==> src/rtl/svc_cfg.svh <==
`ifndef SVC_CFG_SVH
`define SVC_CFG_SVH
`define SVC_OP1_MAIN 3'h0
`define SVC_CRN_CTRL 4'h1
`define SVC_CRN_TTB 4'h2
`define SVC_CRN_NONE 4'h4
`define SVC_CRN_CACHE 4'h7
`define SVC_CRN_TLB 4'h8
`define SVC_CRN_PRELOAD 4'hb
`define SVC_CRM_C0 4'h0
`define SVC_CRM_C1 4'h1
`define SVC_CRM_TLB_SHARED 4'h3
`define SVC_CRM_TLB_LO 4'h5
`define SVC_CRM_TLB_HI 4'h7
`define SVC_OP2_AUX 3'h1
`define SVC_OP2_CPACC 3'h2
`define SVC_OP2_NSAC 3'h2
`define SVC_OP2_VIRT 3'h3
`define SVC_OP2_TBC 3'h2
`define SVC_OP2_NOP 3'h4
`define SVC_NSAC_COH 18
`define SVC_NSAC_LOCK_ALLOC 17
`define SVC_NSAC_PRE 16
`define SVC_NSAC_VEC 15
`define SVC_NSAC_FP 14
`define SVC_NSAC_ELEVEN 11
`define SVC_NSAC_TEN 10
`define SVC_VIRT_ABT 8
`define SVC_VIRT_IRQ 7
`define SVC_VIRT_FIQ 6
`define SVC_AUX_COH 6
`define SVC_CPA_VEC 31
`define SVC_CPA_FP 30
`define SVC_CPA_ELEVEN_HI 23
`define SVC_CPA_ELEVEN_LO 22
`define SVC_CPA_TEN_HI 21
`define SVC_CPA_TEN_LO 20
`define SVC_NSAC_WMASK 32'h0007_cc00
`define SVC_VIRT_WMASK 32'h0000_01c0
`define SVC_CPA_WMASK 32'hc0f0_0000
`define SVC_NSAC_RST 32'h0000_0000
`define SVC_VIRT_RST 32'h0000_0000
`define SVC_CPA_RST 32'h0000_0000
`define SVC_TBC_RST 32'h0000_0000
`endif

==> src/rtl/svc_pkg.sv <==
package svc_pkg;
    typedef enum logic [1:0] {
        SVC_TLBI_ALL = 2'h0,
        SVC_TLBI_MVA = 2'h1,
        SVC_TLBI_ASID = 2'h2,
        SVC_TLBI_MVAA = 2'h3
    } svc_tlbi_t;
endpackage

==> src/rtl/svc_regs.sv <==
`timescale 1ns/1ps
`include "svc_cfg.svh"
// Overview of operation
// - Access register: privileged only, read-only when non-secure.
// - Permit clear: non-secure aux write undefined.
// - Permit set: non-secure aux write changes coherency only.
// - Bit 17 permits non-secure lockable cache allocation.
// - Bit 16 clear traps non-secure c11 accesses.
// - Without preload engine, bit 16 reads zero.
// - Bit 15 forces vector disable when non-secure.
// - Bit 14 forces upper bank disable when non-secure.
// - Bit 11 grants non-secure coprocessor 11 access.
// - Bit 10 grants non-secure coprocessor 10 access.
// - Access register sits at c1, c1, 2.
// - Virtualization register: secure privileged only, c1 c1 3.
// - Abort override applies when non-secure and routed.
// - IRQ override applies when non-secure and routed.
// - FIQ override applies when non-secure and routed.
// - Overrides ignored in secure state or unrouted.
// - Only secure table control copy resets to zero.
// - Invalidate-all kinds spare locked entries.
// - Address and space kinds hit matching locked entries.
// - c7 c0 4 write acts as wait-for-interrupt.
// - Nothing is implemented under c4.
module svc_regs import svc_pkg::*; #(
    parameter bit PRELOAD_PRESENT = 1'b1
) (
    input wire logic clk_in,
    input wire logic rst_b_in,
    input wire logic cp_req_in,
    input wire logic cp_write_in,
    input wire logic [2:0] cp_op1_in,
    input wire logic [3:0] cp_crn_in,
    input wire logic [3:0] cp_crm_in,
    input wire logic [2:0] cp_op2_in,
    input wire logic [31:0] cp_wdata_in,
    input wire logic cp_priv_in,
    input wire logic secure_state_in,
    input wire logic route_abort_in,
    input wire logic route_irq_in,
    input wire logic route_fiq_in,
    input wire logic mask_abort_in,
    input wire logic mask_irq_in,
    input wire logic mask_fiq_in,
    input wire logic pend_abort_in,
    input wire logic pend_irq_in,
    input wire logic pend_fiq_in,
    output logic cp_done_out,
    output logic cp_undef_out,
    output logic [31:0] cp_rdata_out,
    output logic take_abort_out,
    output logic take_irq_out,
    output logic take_fiq_out,
    output logic copro_ten_ok_out,
    output logic copro_eleven_ok_out,
    output logic lockable_alloc_ok_out,
    output logic preload_ok_out,
    output logic coherency_participation_out,
    output logic vector_ext_disable_out,
    output logic upper_fp_bank_disable_out,
    output logic tlb_inv_out,
    output svc_tlbi_t tlb_inv_kind_out,
    output logic tlb_inv_hit_locked_out,
    output logic tlb_inv_shared_out,
    output logic [31:0] tlb_inv_arg_out,
    output logic wait_for_interrupt_action_out
);
    // ****************************************
    // Storage.
    // ****************************************
    logic [31:0] nsac_q;
    logic [31:0] virt_q;
    logic [31:0] cpa_q;
    logic [31:0] tbc_s_q;
    logic [31:0] tbc_ns_q;
    logic coh_q;
    logic [31:0] nsac_wmask;
    logic ns;
    logic main_op1;
    logic hit_aux, hit_cpa, hit_nsac, hit_virt, hit_tbc, hit_nop, hit_pre, hit_tlb;
    logic tlb_is_op, tlb_locked, tlb_shared;
    svc_tlbi_t tlb_kind;
    logic undef_d;
    logic wr_ok;
    logic [31:0] cpa_view;
    logic [31:0] cpa_wmask;
    logic [31:0] rdata_d;

    // ****************************************
    // Decode.
    // ****************************************
    assign ns = !secure_state_in;
    assign main_op1 = (cp_op1_in == `SVC_OP1_MAIN);
    assign nsac_wmask = PRELOAD_PRESENT ? `SVC_NSAC_WMASK
        : (`SVC_NSAC_WMASK & ~(32'h1 << `SVC_NSAC_PRE));
    assign hit_aux = main_op1 && cp_crn_in == `SVC_CRN_CTRL
        && cp_crm_in == `SVC_CRM_C0 && cp_op2_in == `SVC_OP2_AUX;
    assign hit_cpa = main_op1 && cp_crn_in == `SVC_CRN_CTRL
        && cp_crm_in == `SVC_CRM_C0 && cp_op2_in == `SVC_OP2_CPACC;
    assign hit_nsac = main_op1 && cp_crn_in == `SVC_CRN_CTRL
        && cp_crm_in == `SVC_CRM_C1 && cp_op2_in == `SVC_OP2_NSAC;
    assign hit_virt = main_op1 && cp_crn_in == `SVC_CRN_CTRL
        && cp_crm_in == `SVC_CRM_C1 && cp_op2_in == `SVC_OP2_VIRT;
    assign hit_tbc = main_op1 && cp_crn_in == `SVC_CRN_TTB
        && cp_crm_in == `SVC_CRM_C0 && cp_op2_in == `SVC_OP2_TBC;
    assign hit_nop = main_op1 && cp_crn_in == `SVC_CRN_CACHE && cp_write_in
        && cp_crm_in == `SVC_CRM_C0 && cp_op2_in == `SVC_OP2_NOP;
    assign hit_pre = main_op1 && cp_crn_in == `SVC_CRN_PRELOAD;
    assign hit_tlb = main_op1 && cp_crn_in == `SVC_CRN_TLB && cp_write_in && tlb_is_op;

    svc_tlb_decode u_tlb_decode (
        .crm_in(cp_crm_in),
        .op2_in(cp_op2_in),
        .is_op_out(tlb_is_op),
        .kind_out(tlb_kind),
        .hit_locked_out(tlb_locked),
        .shared_out(tlb_shared)
    );

    // ****************************************
    // Access checks.
    // ****************************************
    always_comb begin
        undef_d = 1'b0;
        if (!cp_priv_in) begin
            undef_d = 1'b1;
        end else if (ns && hit_nsac && cp_write_in) begin
            undef_d = 1'b1;
        end else if (ns && hit_virt) begin
            undef_d = 1'b1;
        end else if (ns && hit_aux && cp_write_in && !nsac_q[`SVC_NSAC_COH]) begin
            undef_d = 1'b1;
        end else if (ns && hit_pre && !nsac_q[`SVC_NSAC_PRE]) begin
            undef_d = 1'b1;
        end else if (!(hit_aux || hit_cpa || hit_nsac || hit_virt || hit_tbc
                || hit_nop || hit_pre || hit_tlb)) begin
            undef_d = 1'b1;
        end
    end
    assign wr_ok = cp_req_in && cp_write_in && !undef_d;

    // ****************************************
    // Coprocessor access view.
    // ****************************************
    always_comb begin
        cpa_view = cpa_q;
        cpa_wmask = `SVC_CPA_WMASK;
        if (ns) begin
            if (nsac_q[`SVC_NSAC_VEC]) begin
                cpa_view[`SVC_CPA_VEC] = 1'b1;
                cpa_wmask[`SVC_CPA_VEC] = 1'b0;
            end
            if (nsac_q[`SVC_NSAC_FP]) begin
                cpa_view[`SVC_CPA_FP] = 1'b1;
                cpa_wmask[`SVC_CPA_FP] = 1'b0;
            end
            if (!nsac_q[`SVC_NSAC_ELEVEN]) begin
                cpa_view[`SVC_CPA_ELEVEN_HI:`SVC_CPA_ELEVEN_LO] = 2'h0;
                cpa_wmask[`SVC_CPA_ELEVEN_HI:`SVC_CPA_ELEVEN_LO] = 2'h0;
            end
            if (!nsac_q[`SVC_NSAC_TEN]) begin
                cpa_view[`SVC_CPA_TEN_HI:`SVC_CPA_TEN_LO] = 2'h0;
                cpa_wmask[`SVC_CPA_TEN_HI:`SVC_CPA_TEN_LO] = 2'h0;
            end
        end
    end

    // ****************************************
    // Read data.
    // ****************************************
    always_comb begin
        rdata_d = 32'h0;
        if (cp_req_in && !cp_write_in && !undef_d) begin
            if (hit_nsac) begin
                rdata_d = nsac_q;
            end else if (hit_virt) begin
                rdata_d = virt_q;
            end else if (hit_cpa) begin
                rdata_d = cpa_view;
            end else if (hit_aux) begin
                rdata_d[`SVC_AUX_COH] = coh_q;
            end else if (hit_tbc) begin
                rdata_d = ns ? tbc_ns_q : tbc_s_q;
            end
        end
    end

    // ****************************************
    // Register writes.
    // ****************************************
    always_ff @(posedge clk_in or negedge rst_b_in) begin
        if (!rst_b_in) begin
            nsac_q <= `SVC_NSAC_RST;
        end else if (wr_ok && hit_nsac) begin
            nsac_q <= cp_wdata_in & nsac_wmask;
        end
    end

    always_ff @(posedge clk_in or negedge rst_b_in) begin
        if (!rst_b_in) begin
            virt_q <= `SVC_VIRT_RST;
        end else if (wr_ok && hit_virt) begin
            virt_q <= cp_wdata_in & `SVC_VIRT_WMASK;
        end
    end

    always_ff @(posedge clk_in or negedge rst_b_in) begin
        if (!rst_b_in) begin
            cpa_q <= `SVC_CPA_RST;
        end else if (wr_ok && hit_cpa) begin
            cpa_q <= (cpa_q & ~cpa_wmask) | (cp_wdata_in & cpa_wmask);
        end
    end

    always_ff @(posedge clk_in or negedge rst_b_in) begin
        if (!rst_b_in) begin
            coh_q <= 1'b0;
        end else if (wr_ok && hit_aux) begin
            coh_q <= cp_wdata_in[`SVC_AUX_COH];
        end
    end

    always_ff @(posedge clk_in or negedge rst_b_in) begin
        if (!rst_b_in) begin
            tbc_s_q <= `SVC_TBC_RST;
        end else if (wr_ok && hit_tbc && !ns) begin
            tbc_s_q <= cp_wdata_in;
        end
    end

    // The non-secure copy has no reset; software must load it first.
    always_ff @(posedge clk_in) begin
        if (wr_ok && hit_tbc && ns) begin
            tbc_ns_q <= cp_wdata_in;
        end
    end

    // ****************************************
    // Answer and operations.
    // ****************************************
    always_ff @(posedge clk_in or negedge rst_b_in) begin
        if (!rst_b_in) begin
            cp_done_out <= 1'b0;
            cp_undef_out <= 1'b0;
            cp_rdata_out <= 32'h0;
            tlb_inv_out <= 1'b0;
            tlb_inv_kind_out <= SVC_TLBI_ALL;
            tlb_inv_hit_locked_out <= 1'b0;
            tlb_inv_shared_out <= 1'b0;
            tlb_inv_arg_out <= 32'h0;
            wait_for_interrupt_action_out <= 1'b0;
        end else begin
            cp_done_out <= cp_req_in;
            cp_undef_out <= cp_req_in && undef_d;
            cp_rdata_out <= rdata_d;
            tlb_inv_out <= wr_ok && hit_tlb;
            tlb_inv_kind_out <= tlb_kind;
            tlb_inv_hit_locked_out <= tlb_locked;
            tlb_inv_shared_out <= tlb_shared;
            tlb_inv_arg_out <= cp_wdata_in;
            wait_for_interrupt_action_out <= wr_ok && hit_nop;
        end
    end

    // ****************************************
    // Grants and exception takes.
    // ****************************************
    always_ff @(posedge clk_in or negedge rst_b_in) begin
        if (!rst_b_in) begin
            copro_ten_ok_out <= 1'b0;
            copro_eleven_ok_out <= 1'b0;
            lockable_alloc_ok_out <= 1'b0;
            preload_ok_out <= 1'b0;
            coherency_participation_out <= 1'b0;
            vector_ext_disable_out <= 1'b0;
            upper_fp_bank_disable_out <= 1'b0;
        end else begin
            copro_ten_ok_out <= !ns || nsac_q[`SVC_NSAC_TEN];
            copro_eleven_ok_out <= !ns || nsac_q[`SVC_NSAC_ELEVEN];
            lockable_alloc_ok_out <= !ns || nsac_q[`SVC_NSAC_LOCK_ALLOC];
            preload_ok_out <= PRELOAD_PRESENT && (!ns || nsac_q[`SVC_NSAC_PRE]);
            coherency_participation_out <= coh_q;
            vector_ext_disable_out <= cpa_view[`SVC_CPA_VEC];
            upper_fp_bank_disable_out <= cpa_view[`SVC_CPA_FP];
        end
    end

    always_ff @(posedge clk_in or negedge rst_b_in) begin
        if (!rst_b_in) begin
            take_abort_out <= 1'b0;
            take_irq_out <= 1'b0;
            take_fiq_out <= 1'b0;
        end else begin
            take_abort_out <= pend_abort_in && (!mask_abort_in
                || (ns && route_abort_in && virt_q[`SVC_VIRT_ABT]));
            take_irq_out <= pend_irq_in && (!mask_irq_in
                || (ns && route_irq_in && virt_q[`SVC_VIRT_IRQ]));
            take_fiq_out <= pend_fiq_in && (!mask_fiq_in
                || (ns && route_fiq_in && virt_q[`SVC_VIRT_FIQ]));
        end
    end

    // ****************************************
    // Checks.
    // ****************************************
    AST_NSAC_NS_RO: assert property (@(posedge clk_in) disable iff (!rst_b_in)
        cp_req_in && cp_write_in && hit_nsac && ns |=> cp_undef_out && $stable(nsac_q))
        else $error("Non-secure write changed the access register.");
    AST_AUX_UNDEF: assert property (@(posedge clk_in) disable iff (!rst_b_in)
        cp_req_in && cp_write_in && cp_priv_in && hit_aux && ns && !nsac_q[`SVC_NSAC_COH]
        |=> cp_undef_out && $stable(coh_q))
        else $error("Forbidden auxiliary write was not refused.");
    AST_AUX_COH: assert property (@(posedge clk_in) disable iff (!rst_b_in)
        cp_req_in && cp_write_in && cp_priv_in && hit_aux && ns && nsac_q[`SVC_NSAC_COH]
        |=> !cp_undef_out && coh_q == $past(cp_wdata_in[`SVC_AUX_COH]))
        else $error("Permitted auxiliary write did not update coherency.");
    AST_LOCK_GRANT: assert property (@(posedge clk_in) disable iff (!rst_b_in)
        ns && !nsac_q[`SVC_NSAC_LOCK_ALLOC] |=> !lockable_alloc_ok_out)
        else $error("Lockable allocation granted without permission.");
    AST_PRE_TRAP: assert property (@(posedge clk_in) disable iff (!rst_b_in)
        cp_req_in && hit_pre && ns && !nsac_q[`SVC_NSAC_PRE] |=> cp_undef_out)
        else $error("Non-secure preload access was not trapped.");
    AST_PRE_ABSENT: assert property (@(posedge clk_in) disable iff (!rst_b_in)
        PRELOAD_PRESENT || !nsac_q[`SVC_NSAC_PRE])
        else $error("Preload bit set with no preload engine.");
    AST_VEC_FORCE: assert property (@(posedge clk_in) disable iff (!rst_b_in)
        ns && nsac_q[`SVC_NSAC_VEC] ##1 ns && nsac_q[`SVC_NSAC_VEC] |-> vector_ext_disable_out)
        else $error("Vector disable not forced in non-secure state.");
    AST_VIRT_NS: assert property (@(posedge clk_in) disable iff (!rst_b_in)
        cp_req_in && hit_virt && ns |=> cp_undef_out && $stable(virt_q))
        else $error("Non-secure virtualization access was not refused.");
    AST_IRQ_OVR: assert property (@(posedge clk_in) disable iff (!rst_b_in)
        pend_irq_in && mask_irq_in && ns && route_irq_in && virt_q[`SVC_VIRT_IRQ]
        |=> take_irq_out)
        else $error("Routed IRQ override was not honoured.");
    AST_OVR_SECURE: assert property (@(posedge clk_in) disable iff (!rst_b_in)
        mask_fiq_in && (!ns || !route_fiq_in) |=> !take_fiq_out)
        else $error("FIQ override acted while it should be ignored.");
    AST_TLB_ALL: assert property (@(posedge clk_in) disable iff (!rst_b_in)
        tlb_inv_out && (tlb_inv_kind_out == SVC_TLBI_ALL || tlb_inv_kind_out == SVC_TLBI_MVAA)
        |-> !tlb_inv_hit_locked_out)
        else $error("Invalidate-all touched locked entries.");
    AST_NOP_WAIT: assert property (@(posedge clk_in) disable iff (!rst_b_in)
        cp_req_in && cp_priv_in && hit_nop |=> wait_for_interrupt_action_out)
        else $error("No-operation slot did not wait.");
    AST_C4_NONE: assert property (@(posedge clk_in) disable iff (!rst_b_in)
        cp_req_in && cp_crn_in == `SVC_CRN_NONE |=> cp_undef_out)
        else $error("Access under c4 was accepted.");
endmodule

==> src/rtl/svc_tlb_decode.sv <==
`timescale 1ns/1ps
`include "svc_cfg.svh"
module svc_tlb_decode import svc_pkg::*; (
    input wire logic [3:0] crm_in,
    input wire logic [2:0] op2_in,
    output logic is_op_out,
    output svc_tlbi_t kind_out,
    output logic hit_locked_out,
    output logic shared_out
);
    // ****************************************
    // Translation cache operation decode.
    // ****************************************
    always_comb begin
        shared_out = (crm_in == `SVC_CRM_TLB_SHARED);
        is_op_out = !op2_in[2] && (shared_out ||
            (crm_in >= `SVC_CRM_TLB_LO && crm_in <= `SVC_CRM_TLB_HI));
        kind_out = svc_tlbi_t'(op2_in[1:0]);
        case (kind_out)
            SVC_TLBI_MVA, SVC_TLBI_ASID: hit_locked_out = 1'b1;
            default: hit_locked_out = 1'b0;
        endcase
    end
endmodule

==> config.mk <==
export PLATFORM = sky130hd
export DESIGN_NAME = svc_regs
export DESIGN_NICKNAME = d
export VERILOG_FILES = /design/src/rtl/svc_pkg.sv /design/src/rtl/svc_regs.sv /design/src/rtl/svc_tlb_decode.sv
export VERILOG_INCLUDE_DIRS = /design/src /design/src/rtl
export SDC_FILE = /design/constraint.sdc
export NUM_CORES = 1
export LEC_CHECK = 0
export ABC_CLOCK_PERIOD_IN_PS = 4700
export BUFFER_PORTS_ARGS = -buffer_cell sky130_fd_sc_hd__buf_2
export CORE_UTILIZATION = 48
export CTS_CLUSTER_SIZE = 30
export DETAILED_ROUTE_END_ITERATION = 8
export PLACE_DENSITY = 0.79
export RECOVER_POWER = 50
export REMOVE_ABC_BUFFERS = 1
export SYNTH_ARGS = -nofsm -noshare
export SYNTH_HDL_FRONTEND = slang
export SYNTH_SLANG_ARGS = --single-unit
==> constraint.sdc <==
create_clock -name clk_in -period 4.7 [get_ports clk_in]
set_input_delay 0.94 -clock clk_in [delete_from_list [all_inputs] [get_ports clk_in]]
set_output_delay 0.94 -clock clk_in [all_outputs]
set_load 0.005 [all_outputs]
==> results of run 1 <==
cell usage after synthesis, types with 2 or more instances:
library cell	n
ha_1	4
dfrtp_1	131
a41oi_1	2
mux2_2	33
clkbuf_1	6
or2_2	3
or3_4	3
a31oi_1	2
nor3_4	2
and3_1	5
nor4_1	5
nor2_1	29
mux2_1	30
nand3_1	7
nor3b_1	2
edfxtp_1	32
a22oi_1	15
buf_6	5
nand2_1	14
inv_1	6
and2_1	4
nand2b_1	3
nor3_2	10
nand3b_1	2
nor3_1	8
mux2i_1	17
a21oi_1	2
nand4_1	2
o21ai_0	4
sequential cells by signal, indices dropped and copies added, names as in the netlist, 2 cells and up, named ones only:
name	flops
tlb_inv_arg_out	32
tlb_inv_kind_out	2
cp_rdata_out	32
tbc_ns_q	32
virt_q	3
tbc_s_q	32
nsac_q	7
worst max-delay path: cells and delay by family:
family	cells	cell delay (ns)
AND/OR/NAND/NOR	4	1.44
buffers and inverters	3	0.57
adder cells (fa/ha/maj)	1	0.20
cell families after synthesis:
logic type               count (synthesis)  synth area share
AND/OR/NAND/NOR                        113             0.114
multiplexers                            80             0.140
buffers and inverters                   20            0.0188
flip-flops                             163             0.677
adder cells (fa/ha/maj)                  4           0.00799
AO/OA/AOI/OAI                           34            0.0416
metal layers:
layer  up-vias  routed length (um)
li1       1815                   -
met1      2039                5590
met2       120                6690
met3        35                 555
met4         0                 429
met5         -                   0
path summary, 6_finish.rpt:
kind	end	slack [ns]	cells past startpoint
setup / recovery	tbc_ns_q[31]	1.61	8
hold / removal	coherency_participation_out	0.39	0
setup reg to reg	tbc_ns_q[31]	2.46	5
hold reg to reg	coherency_participation_out	0.39	0
min in group asynchronous	wait_for_interrupt_action_out	1.18	1
max in group asynchronous	tbc_s_q[24]	1.99	2
area by class of cell:
type | instances | area (um^2)
fillers | 1008 | 5030
multi-input cells | 231 | 1920
repair buffers | 147 | 683
inverters | 6 | 22.5
clock inverters | 15 | 134
flip-flops and latches | 163 | 4240
clock buffers | 17 | 425
well taps | 172 | 215
per-stage QoR:
stage               instance area [um^2]  power [mW]  hold slack, ns   util
detailed placement                  7150        1.63           0.383  0.565
global placement                    7150        1.63           0.374  0.565
CTS                                 7710        2.92           0.394  0.609
finish                              7640        2.89           0.394  0.603
floorplan                           6170        1.53           0.362      -
global route                        7640        2.99           0.409  0.603
report_power, final:
group / leakage [nW] / switching, mW / internal, mW
logic: 1.25 / 0.0837 / 0.0463
clock network: 0.262 / 0.567 / 0.732
registers: 2.02 / 0.00467 / 1.46
total: 3.54 / 0.655 / 2.24
==> key figures, run 1 <==
Power
  • Leak Pwr: 3.54 nW
  • PwrDens: 379 nW/um^2
  • IR drop worst, VDD: 0.253 mV

Final layout
  • Synth-to-Final Area Change: 22.0%
  • Most frequent cells in the layout: dfrtp_1 (131), buf_2 (89), clkbuf_1 (52)
  • Final Non-Filler Cells: 751
  • Leading cell type in the layout, fill and taps excluded: dfrtp_1
  • Nets: 631
  • Number of diodes: 0
  • Share of post-route cells with drive strength above 1: 0.320

Synth
  • Asr flop ratio synth: 0.804
  • Cells after synthesis: 414
  • Commonest register cell after synthesis: dfrtp_1
  • Synth area leaders: dfrtp_1 (52%), edfxtp_1 (15%), mux2_2 (5.9%)
  • Netlist cell types: 55
  • Avg Cell Area, Syn: 15.1 um^2
  • Mapped Area: 6260 um^2
  • Number of enable flip-flop cells after synthesis: 32
  • Sequential fraction of the synthesis area: 0.677
  • Seq cells post-synth: 163
  • Synth area leader: dfrtp_1
  • Synth top area share: 0.523
  • Synthesis Warnings: 0

Timing
  • Rel. slew slack: -0.484
  • Slew Limit Fails: 93
  • Fin crit share: 0.657
  • Maximum clock rate: 324 MHz
  • Final worst slack: 1.61 ns
  • Clk_skew: 0.00506 ns
  • Setup_tns: 0 ns
  • Final hold vios: 0
  • RSZ-0062 raised after global routing: false
  • Minimum clock period: 3.09 ns
  • Worst Max-Slew Pin Slew: 2.23 ns
  • Final Setup Violations: 0

Floorplanning
  • Die area: 13,500 um^2
  • Core box area: 12,700 um^2
  • Die X: 116 um
  • # IOs: 143
  • Die Height: 116 um
  • Starting Density: 0.494
  • # rows: 41

Clock tree
  • Post-CTS Repair Setup Buffers: 0
  • CTS Sinks: 163
  • Max Buffers Root-to-Sink: 2
  • Clock-pin slew on the worst setup and hold paths: 0.06 ns
  • Root Buffer: clkbuf_16
  • CTS H-Tree Depth: 4
  • Resized Gates After CTS: 0
  • TritonCTS clock tree: yes
  • Count of hold-fix buffers inserted at cts: 0
  • Clk Latency, worst-skew pair: 0.43 ns
  • Total CTS buffers: 17

Placed design
  • Placed cell count: 719
  • Port buffer count: 142
  • Routability cong.: 0.870
  • Place WS: 1.21 ns
  • DP Wirelength: 9030 um

Drt
  • Drt first pass iters: 5
  • Via count: 4,009
  • Remaining design rule violation count: 0
  • Drt wl/cell: 17.7 um
  • Final wirelength: 13,300 um
  • Post-route ant nets: 0
  • Starting DRT DRC Count: 255
  • Vias per cell: 5.34

Outcome
  • Failing checks: max-capacitance violations, max-slew violations
  • Status: finished with violations

Global routing
  • GRT met2 Usage: 0.346
  • Global route overflow: 0
  • Global-route met1 utilization: 0.269
  • Largest net degree at the start of global routing: 93
  • First-pass GRT wire length: 21,000 um
  • Initial antenna violation count: 0
  • GR peak layer: met2
  • All-layer global routing usage: 0.211
  • Global Route met3 Usage: 0.0368
  • Number of global-route vias before repair: 3,998

Setup path
  • CP startpoint kind: input pin
  • Worst Path Required: 4.79 ns
  • WS Path Type: in2reg
  • CP peak stage delay: 0.44 ns
  • CP startpoint: cp_op2_in[0]
  • Worst-path fanout max: 23
  • Worst path cell trace: clkbuf_1 > inv_1 > ha_1 > nor3b_1 > nand3_1 > nor2_4 > nor4bb_4 > buf_4
  • Critical Path End Type: flop
  • Arr. time, crit path: 3.18 ns
  • RR Startpoint: nsac_q[16]
  • CP max-delay cell: nor2_4

Job
  • Max Cap Viol: 1

Worst hold path
  • HP Start: coh_q
  • Worst Hold Class: reg2reg
Power figures use the tool's default switching activity.
==> run 2: changes to the inputs <==
Settings changed: ABC_CLOCK_PERIOD_IN_PS 4700 to 2800.
Clock period 4.7 ns to 2.8 ns, I/O delays scaled along.
==> key figures, run 2 (synthesis gave the netlist of run 1 again) <==
Timing
  • Fin crit share: 0.802
  • Slew Limit Fails: 71 (was 93)
  • Worst hold margin: 0.276 ns (was 0.394 ns)
  • Final hold vios: 0 (unchanged)
  • Setup_tns: 0 ns (unchanged)
  • RSZ-0062 raised after global routing: false (unchanged)
  • Rel. slew slack: -0.132 (was -0.484)
  • Maximum clock rate: 445 MHz
  • Worst Max-Slew Pin Slew: 1.70 ns (was 2.23 ns)
  • Minimum clock period: 2.24 ns
  • Clk_skew: 0.00604 ns (was 0.00506 ns)
  • Final Setup Violations: 0 (unchanged)

Final layout
  • Nets: 639 (was 631)
  • Final Non-Filler Cells: 759 (was 751)
  • Most frequent cells in the layout: dfrtp_1 (131), buf_2 (105), clkbuf_1 (39) (was dfrtp_1 (131), buf_2 (89), clkbuf_1 (52))
  • Leading cell type in the layout, fill and taps excluded: dfrtp_1 (unchanged)
  • Core Util, Final: 0.610 (was 0.603)
  • Share of post-route cells with drive strength above 1: 0.356 (was 0.320)
  • Synth-to-Final Area Change: 23.3% (was 22.0%)
  • Combined area of the multi-input logic cells: 1920 um^2 (unchanged)
  • Number of diodes: 0 (unchanged)
  • Filler Cells Inserted: 1,030 (was 1,008)
  • FF+latch area: 4240 um^2 (unchanged)

Clock tree
  • CTS Sinks: 163 (unchanged)
  • Clk Latency, worst-skew pair: 0.42 ns (was 0.43 ns)
  • Count of hold-fix buffers inserted at cts: 0 (unchanged)
  • Max Buffers Root-to-Sink: 2 (unchanged)
  • Post-CTS Repair Setup Buffers: 0 (unchanged)
  • CTS H-Tree Depth: 4 (unchanged)
  • TritonCTS clock tree: yes (unchanged)
  • Total CTS buffers: 17 (unchanged)
  • Clock-pin slew on the worst setup and hold paths: 0.06 ns (about the same)
  • Resized Gates After CTS: 0 (unchanged)
  • Root Buffer: clkbuf_16 (unchanged)

Placed design
  • Placed cell count: 727 (was 719)
  • Routability cong.: 0.907 (was 0.870)
  • Port buffer count: 142 (unchanged)
  • DP Wirelength: 9030 um (about the same)

Floorplanning
  • Core box area: 12,700 um^2 (unchanged)
  • Die area: 13,500 um^2 (unchanged)
  • # IOs: 143 (unchanged)
  • Starting Density: 0.494 (unchanged)
  • Die X: 116 um (unchanged)
  • # rows: 41 (unchanged)
  • Die Height: 116 um (unchanged)

Drt
  • Starting DRT DRC Count: 200 (was 255)
  • Remaining design rule violation count: 0 (unchanged)
  • Drt first pass iters: 4 (was 5)
  • Final wirelength: 13,200 um (was 13,300 um)
  • Via count: 3,970 (was 4,009)
  • Vias per cell: 5.23 (was 5.34)
  • Post-route ant nets: 0 (unchanged)
  • Drt wl/cell: 17.3 um (was 17.7 um)

Power
  • Sequential power share: 0.511 (was 0.506)
  • Leak Pwr: 3.64 nW (was 3.54 nW)
  • Design Power: 4.82 mW (was 2.89 mW)
  • Internal Power: 3.72 mW (was 2.24 mW)
  • PwrDens: 623 nW/um^2 (was 379 nW/um^2)
  • Switching Fraction: 0.226 (about the same)
  • IR drop worst, VDD: 0.423 mV (was 0.253 mV)
  • Clock Power Share: 0.443 (was 0.449)
  • Comb pwr share: 0.046 (was 0.045)
  • NetSw: 1.09 mW (was 655 uW)

Outcome
  • Failing checks: max-capacitance violations, max-slew violations (unchanged)
  • Status: finished with violations (unchanged)

Setup path
  • CP startpoint kind: input pin (unchanged)
  • Worst-path fanout max: 11 (was 23)
  • WS Path Type: in2reg (unchanged)
  • CP peak stage delay: 0.33 ns (was 0.44 ns)
  • Critical Path End Type: flop (unchanged)
  • Worst Path Required: 3.12 ns (was 4.79 ns)
  • Worst path cell trace: clkbuf_1 > inv_1 > ha_1 > nor3b_1 > nand3_1 > a21o_1 > o211a_1 > buf_4 > nor3_1 (was clkbuf_1 > inv_1 > ha_1 > nor3b_1 > nand3_1 > nor2_4 > nor4bb_4 > buf_4)
  • CP max-delay cell: o211a_1 (was nor2_4)
  • Arr. time, crit path: 2.56 ns (was 3.18 ns)

Worst hold path
  • Worst Hold Class: in2reg (was reg2reg)

Global routing
  • Global route overflow: 0 (unchanged)
  • Largest net degree at the start of global routing: 71 (was 93)
  • All-layer global routing usage: 0.212 (was 0.211)
  • First-pass GRT wire length: 20,900 um (was 21,000 um)
  • Number of global-route vias before repair: 4,125 (was 3,998)
  • Initial antenna violation count: 0 (unchanged)

Job
  • Max Cap Viol: 1 (unchanged)
run 2: cell types whose count changed in the layout (fill, tap and decap cells not counted), sizes merged:
| cell | previous run | this run |
|---|---|---|
| bufinv | 1 | 0 |
| clkinvlp | 4 | 2 |
| clkbuf | 70 | 60 |
| buf | 94 | 114 |
| clkinv | 6 | 7 |
run 2: stage by stage:
stage | setup WS, ns | instance area (um^2)
6_report | 0.555 | 7720
2_1_floorplan | -2.56 | 6170
3_5_place_dp | 0.181 | 7240
4_1_cts | 0.608 | 7790
3_3_place_gp | 0.265 | 7240
5_1_grt | 0.277 | 7720
run 2: layout make-up:
| cell class | instances | share of cell area |
|---|---|---|
| Timing Repair Buffer | 155 | 0.100 |
| Clock buffer | 19 | 0.0586 |
| Inverter | 6 | 0.00292 |
| Multi-Input combinational cell | 231 | 0.249 |
| Sequential cell | 163 | 0.549 |
| Clock inverter | 13 | 0.0128 |
| Tap cell | 172 | 0.0279 |
run 2: path summary, 6_finish.rpt:
path                                          endpoint           start  cells past startpoint  slack (ns)
setup / recovery                      cp_rdata_out[31]    cp_op2_in[0]                      9        0.56
hold / removal                      tlb_inv_arg_out[2]  cp_wdata_in[2]                      1        0.28
setup reg to reg                          tbc_ns_q[18]      nsac_q[16]                      5        0.61
hold reg to reg            coherency_participation_out           coh_q                      0        0.41
max in group asynchronous                  tbc_s_q[14]        rst_b_in                      2        0.70
min in group asynchronous                  tbc_s_q[18]        rst_b_in                      1        0.56
run 2: power by group through the flow:
stage | combinational (mW) | clock (mW) | sequential, mW
floorplan | 0.0543 | 0 | 2.51
global placement | 0.230 | 0 | 2.50
detailed placement | 0.234 | 0 | 2.51
CTS | 0.235 | 2.17 | 2.46
global route | 0.248 | 2.27 | 2.46
finish | 0.221 | 2.13 | 2.46
run 2: critical path, delay by kind of cell:
| family | cells | cell delay [ns] |
|---|---|---|
| AND/OR/NAND/NOR | 3 | 0.76 |
| adder cells (fa/ha/maj) | 1 | 0.19 |
| AO/OA/AOI/OAI | 2 | 0.57 |
| buffers and inverters | 3 | 0.49 |
run 2: layer usage:
metal | share of wire | track usage | up-vias | wire length (um)
li1 | - | - | 1823 | -
met5 | 0 | 0 | - | 0
met3 | 0.052 | 0.0483 | 29 | 687
met4 | 0.025 | 0.103 | 0 | 323
met2 | 0.51 | 0.347 | 129 | 6730
met1 | 0.41 | 0.267 | 1989 | 5420
==> run 3: changes to the inputs <==
Settings changed: ABC_AREA set to 1, ABC_CLOCK_PERIOD_IN_PS 2800 to 2000.
Clock period 2.8 ns to 2 ns, I/O delays scaled along.
==> key figures, run 3 <==
Clock tree
  • Root Buffer: clkbuf_16 (unchanged)
  • Total CTS buffers: 17 (unchanged)
  • CTS Sinks: 163 (unchanged)
  • Clk Latency, worst-skew pair: 0.43 ns (was 0.42 ns)
  • Clock-pin slew on the worst setup and hold paths: 0.06 ns (about the same)
  • CTS H-Tree Depth: 4 (unchanged)
  • TritonCTS clock tree: yes (unchanged)
  • Max Buffers Root-to-Sink: 2 (unchanged)

Drt
  • Via count: 5,220 (was 3,970)
  • Met3 Wirelength: 1210 um (was 687 um)
  • Final wirelength: 16,500 um (was 13,200 um)
  • Starting DRT DRC Count: 430 (was 200)
  • Drt wl/cell: 16.9 um (was 17.3 um)
  • Vias per cell: 5.34 (was 5.23)
  • Post-Route M1 WL: 6350 um (was 5420 um)
  • Post-route ant nets: 0 (unchanged)
  • Drt first pass iters: 5 (was 4)
  • Remaining design rule violation count: 0 (unchanged)
  • Top layer in use: met5 (was met4)
  • DR WL met2: 8520 um (was 6730 um)

Placed design
  • DP Wirelength: 9950 um (was 9030 um)
  • Routability cong.: 0.865 (was 0.907)
  • Placed cell count: 916 (was 727)
  • Placement Cell Area: 7540 um^2 (was 7240 um^2)
  • Port buffer count: 142 (unchanged)
  • Place WS: -0.607 ns (was 0.181 ns)

Timing
  • Minimum clock period: 2.08 ns
  • Setup_tns: -2.11 ns (was 0 ns)
  • Clk_skew: 0.00663 ns (was 0.00604 ns)
  • Final hold vios: 0 (unchanged)
  • Rel. slew slack: 0.517 (was -0.132)
  • Final Setup Violations: 53 (was 0)
  • Worst Max-Slew Pin Slew: 0.725 ns (was 1.70 ns)
  • Maximum clock rate: 480 MHz
  • Final worst slack: -0.0826 ns (was 0.555 ns)
  • Fin crit share: 1.04
  • RSZ-0062 raised after global routing: true (was false)
  • Slew Limit Fails: 0 (was 71)
  • Worst hold margin: 0.116 ns (was 0.276 ns)

Floorplanning
  • Die Height: 116 um (about the same)
  • Die area: 13,500 um^2 (about the same)
  • Starting Density: 0.495 (was 0.494)
  • Die X: 116 um (about the same)
  • # IOs: 143 (unchanged)
  • Core box area: 12,700 um^2 (unchanged)
  • # rows: 41 (unchanged)

Global routing
  • Number of global-route vias before repair: 5,177 (was 4,125)
  • First-pass GRT wire length: 24,500 um (was 20,900 um)
  • Initial antenna violation count: 1 (was 0)
  • Largest net degree at the start of global routing: 60 (was 71)
  • All-layer global routing usage: 0.244 (was 0.212)
  • Global route overflow: 0 (unchanged)

Setup path
  • CP peak stage delay: 0.24 ns (was 0.33 ns)
  • CP startpoint kind: input pin (unchanged)
  • Reg2reg end: tbc_s_q[26] (was tbc_ns_q[18])
  • Crit-path leading delay family: simple AND/OR/NAND/NOR gates (unchanged)
  • Worst path cell trace: buf_2 > nor2_2 > nand2_2 > nor2_4 > nand3_2 > nand2_1 > nor2_1 > nand2_1 > nand2_2 > nor3b_4 > buf_6 > buf_12 > nand3_4 > clkbuf_16 > nand2_4 > nand2_2 (was clkbuf_1 > inv_1 > ha_1 > nor3b_1 > nand3_1 > a21o_1 > o211a_1 > buf_4 > nor3_1)
  • R2R Setup Slk: 0.01 ns (was 0.61 ns)
  • CP max-delay cell: clkbuf_16 (was o211a_1)
  • WS Path Type: in2reg (unchanged)
  • Arr. time, crit path: 2.40 ns (was 2.56 ns)
  • Worst Path Required: 2.31 ns (was 3.12 ns)
  • Register-to-Register Path Depth: 11 (was 5)
  • Crit-path most repeated cell: nand2_2
  • RR Startpoint: nsac_q[16] (unchanged)
  • WP buf/inv: 4 (was 3)
  • Worst-path fanout max: 8 (was 11)
  • Critical Path End Type: flop (unchanged)

Power
  • Comb pwr share: 0.053 (was 0.046)
  • PwrDens: 781 nW/um^2 (was 623 nW/um^2)
  • Clock Power Share: 0.441 (was 0.443)
  • Sequential power share: 0.506 (was 0.511)
  • IR drop worst, VDD: 0.551 mV (was 0.423 mV)
  • Leak Pwr: 4.28 nW (was 3.64 nW)
  • Switching Fraction: 0.235 (was 0.226)
  • Design Power: 6.80 mW (was 4.82 mW)
  • Internal Power: 5.20 mW (was 3.72 mW)
  • NetSw: 1.60 mW (was 1.09 mW)

Synth
  • Synth area leaders: dfrtp_1 (52%), edfxtp_1 (15%), nand2_1 (8.7%) (was dfrtp_1 (52%), edfxtp_1 (15%), mux2_2 (5.9%))
  • Seq cells post-synth: 163 (unchanged)
  • Synth area leader: dfrtp_1 (unchanged)
  • Asr flop ratio synth: 0.804 (unchanged)
  • Commonest cells in the netlist: nand2_1 (145), dfrtp_1 (131), nor2_1 (62) (was dfrtp_1 (131), mux2_2 (33), edfxtp_1 (32))
  • Commonest register cell after synthesis: dfrtp_1 (unchanged)
  • Synth top area share: 0.523 (about the same)
  • Synthesis Warnings: 0 (unchanged)
  • Avg Cell Area, Syn: 10.8 um^2 (was 15.1 um^2)
  • Sequential fraction of the synthesis area: 0.676 (was 0.677)
  • Number of enable flip-flop cells after synthesis: 32 (unchanged)
  • Most numerous cell in the Yosys netlist: nand2_1 (was dfrtp_1)
  • Netlist cell types: 29 (was 55)
  • Cells after synthesis: 580 (was 414)
  • Mapped Area: 6270 um^2 (was 6260 um^2)

Outcome
  • Status: finished with violations (unchanged)
  • Failing checks: negative setup slack (was max-capacitance violations, max-slew violations)

Final layout
  • Final instance area: 8710 um^2 (was 7720 um^2)
  • Number of diodes: 0 (unchanged)
  • Most frequent cells in the layout: dfrtp_1 (131), buf_2 (119), nand2_1 (96) (was dfrtp_1 (131), buf_2 (105), clkbuf_1 (39))
  • Final Non-Filler Cells: 977 (was 759)
  • Share of post-route cells with drive strength above 1: 0.395 (was 0.356)
  • Nets: 857 (was 639)
  • Leading cell type in the layout, fill and taps excluded: dfrtp_1 (unchanged)
  • Core Util, Final: 0.687 (was 0.610)
  • Synth-to-Final Area Change: 38.8% (was 23.3%)

Worst hold path
  • Hold depth: 1 (unchanged)
  • Hold Path Sink: tlb_inv_arg_out[0] (was tlb_inv_arg_out[2])
  • HP Start: cp_wdata_in[0] (was cp_wdata_in[2])
  • Worst Hold Class: in2reg (unchanged)

Job
  • Max Cap Viol: 0 (was 1)
[run 3: cell count changes after synthesis, moves of 15 or more]
cell / delta
nor2_1: +33
mux2_1: -30
nand3_1: +24
nand2_1: +131
mux2_2: -33
inv_1: +29
a22oi_1: -15
nand4_1: +37
[run 3: worst reg2reg max path: cells and delay by family (launching register included)]
family | cells | cell delay [ns]
AOI/OAI and AO/OA | 1 | 0.20
DFF | 1 | 0.40
buffers and inverters | 4 | 0.58
and+or+nand+nor | 6 | 0.74
[run 3: per-layer routing]
metal,up-vias,track usage
met5,-,0
met4,2,0.101
met3,45,0.0747
met2,262,0.417
met1,2553,0.285
li1,2358,-
[run 3: worst max-delay path by stage]
stage / endpoint / from / slack [ns] / cells after the start
finish: tbc_s_q[26] / cp_op1_in[1] / -0.08 / 16
global route: tbc_s_q[12] / cp_crn_in[3] / -0.18 / 16
CTS: tbc_ns_q[14] / cp_crm_in[2] / -0.003 / 14
detailed placement: tbc_s_q[21] / cp_op2_in[0] / -0.61 / 18
global placement: tbc_s_q[29] / cp_op2_in[0] / -0.51 / 18
floorplan: tbc_ns_q[0] / cp_op2_in[0] / -3.21 / 14
[run 3: power by group through the flow]
stage / registers, mW / logic [mW] / clock network, mW
2_1_floorplan: 3.52 / 0.0654 / 0
6_report: 3.44 / 0.359 / 3.00
3_5_place_dp: 3.51 / 0.336 / 0
3_3_place_gp: 3.51 / 0.326 / 0
5_1_grt: 3.45 / 0.397 / 3.17
4_1_cts: 3.45 / 0.345 / 3.02
[run 3: cells by family after synthesis]
family / Yosys count / share of synthesized area
simple gates: 301 / 0.216
flops: 163 / 0.676
buf+inv: 63 / 0.0399
compound gates: 33 / 0.0347
mux: 16 / 0.0255
fa+ha+maj: 4 / 0.00798
[run 3: area by class of cell]
type | count | area, um^2
inverters | 39 | 149
clock inverters | 13 | 103
clock buffers | 19 | 443
well taps | 172 | 215
fillers | 872 | 3960
multi-input cells | 354 | 2070
repair buffers | 217 | 1490
flip-flops and latches | 163 | 4240
[run 3: what timing repair did]
| action | 4_1_cts | 5_1_grt |
|---|---|---|
| hold buffers | 1 | 0 |
| gates resized for setup | 19 | 85 |
| cloned | 3 | 4 |
| pin swaps | 7 | 16 |
| endpoints found under the hold margin | 39 | 0 |
| setup buffers | 12 | 10 |
| endpoints found under the setup margin | 75 | 89 |
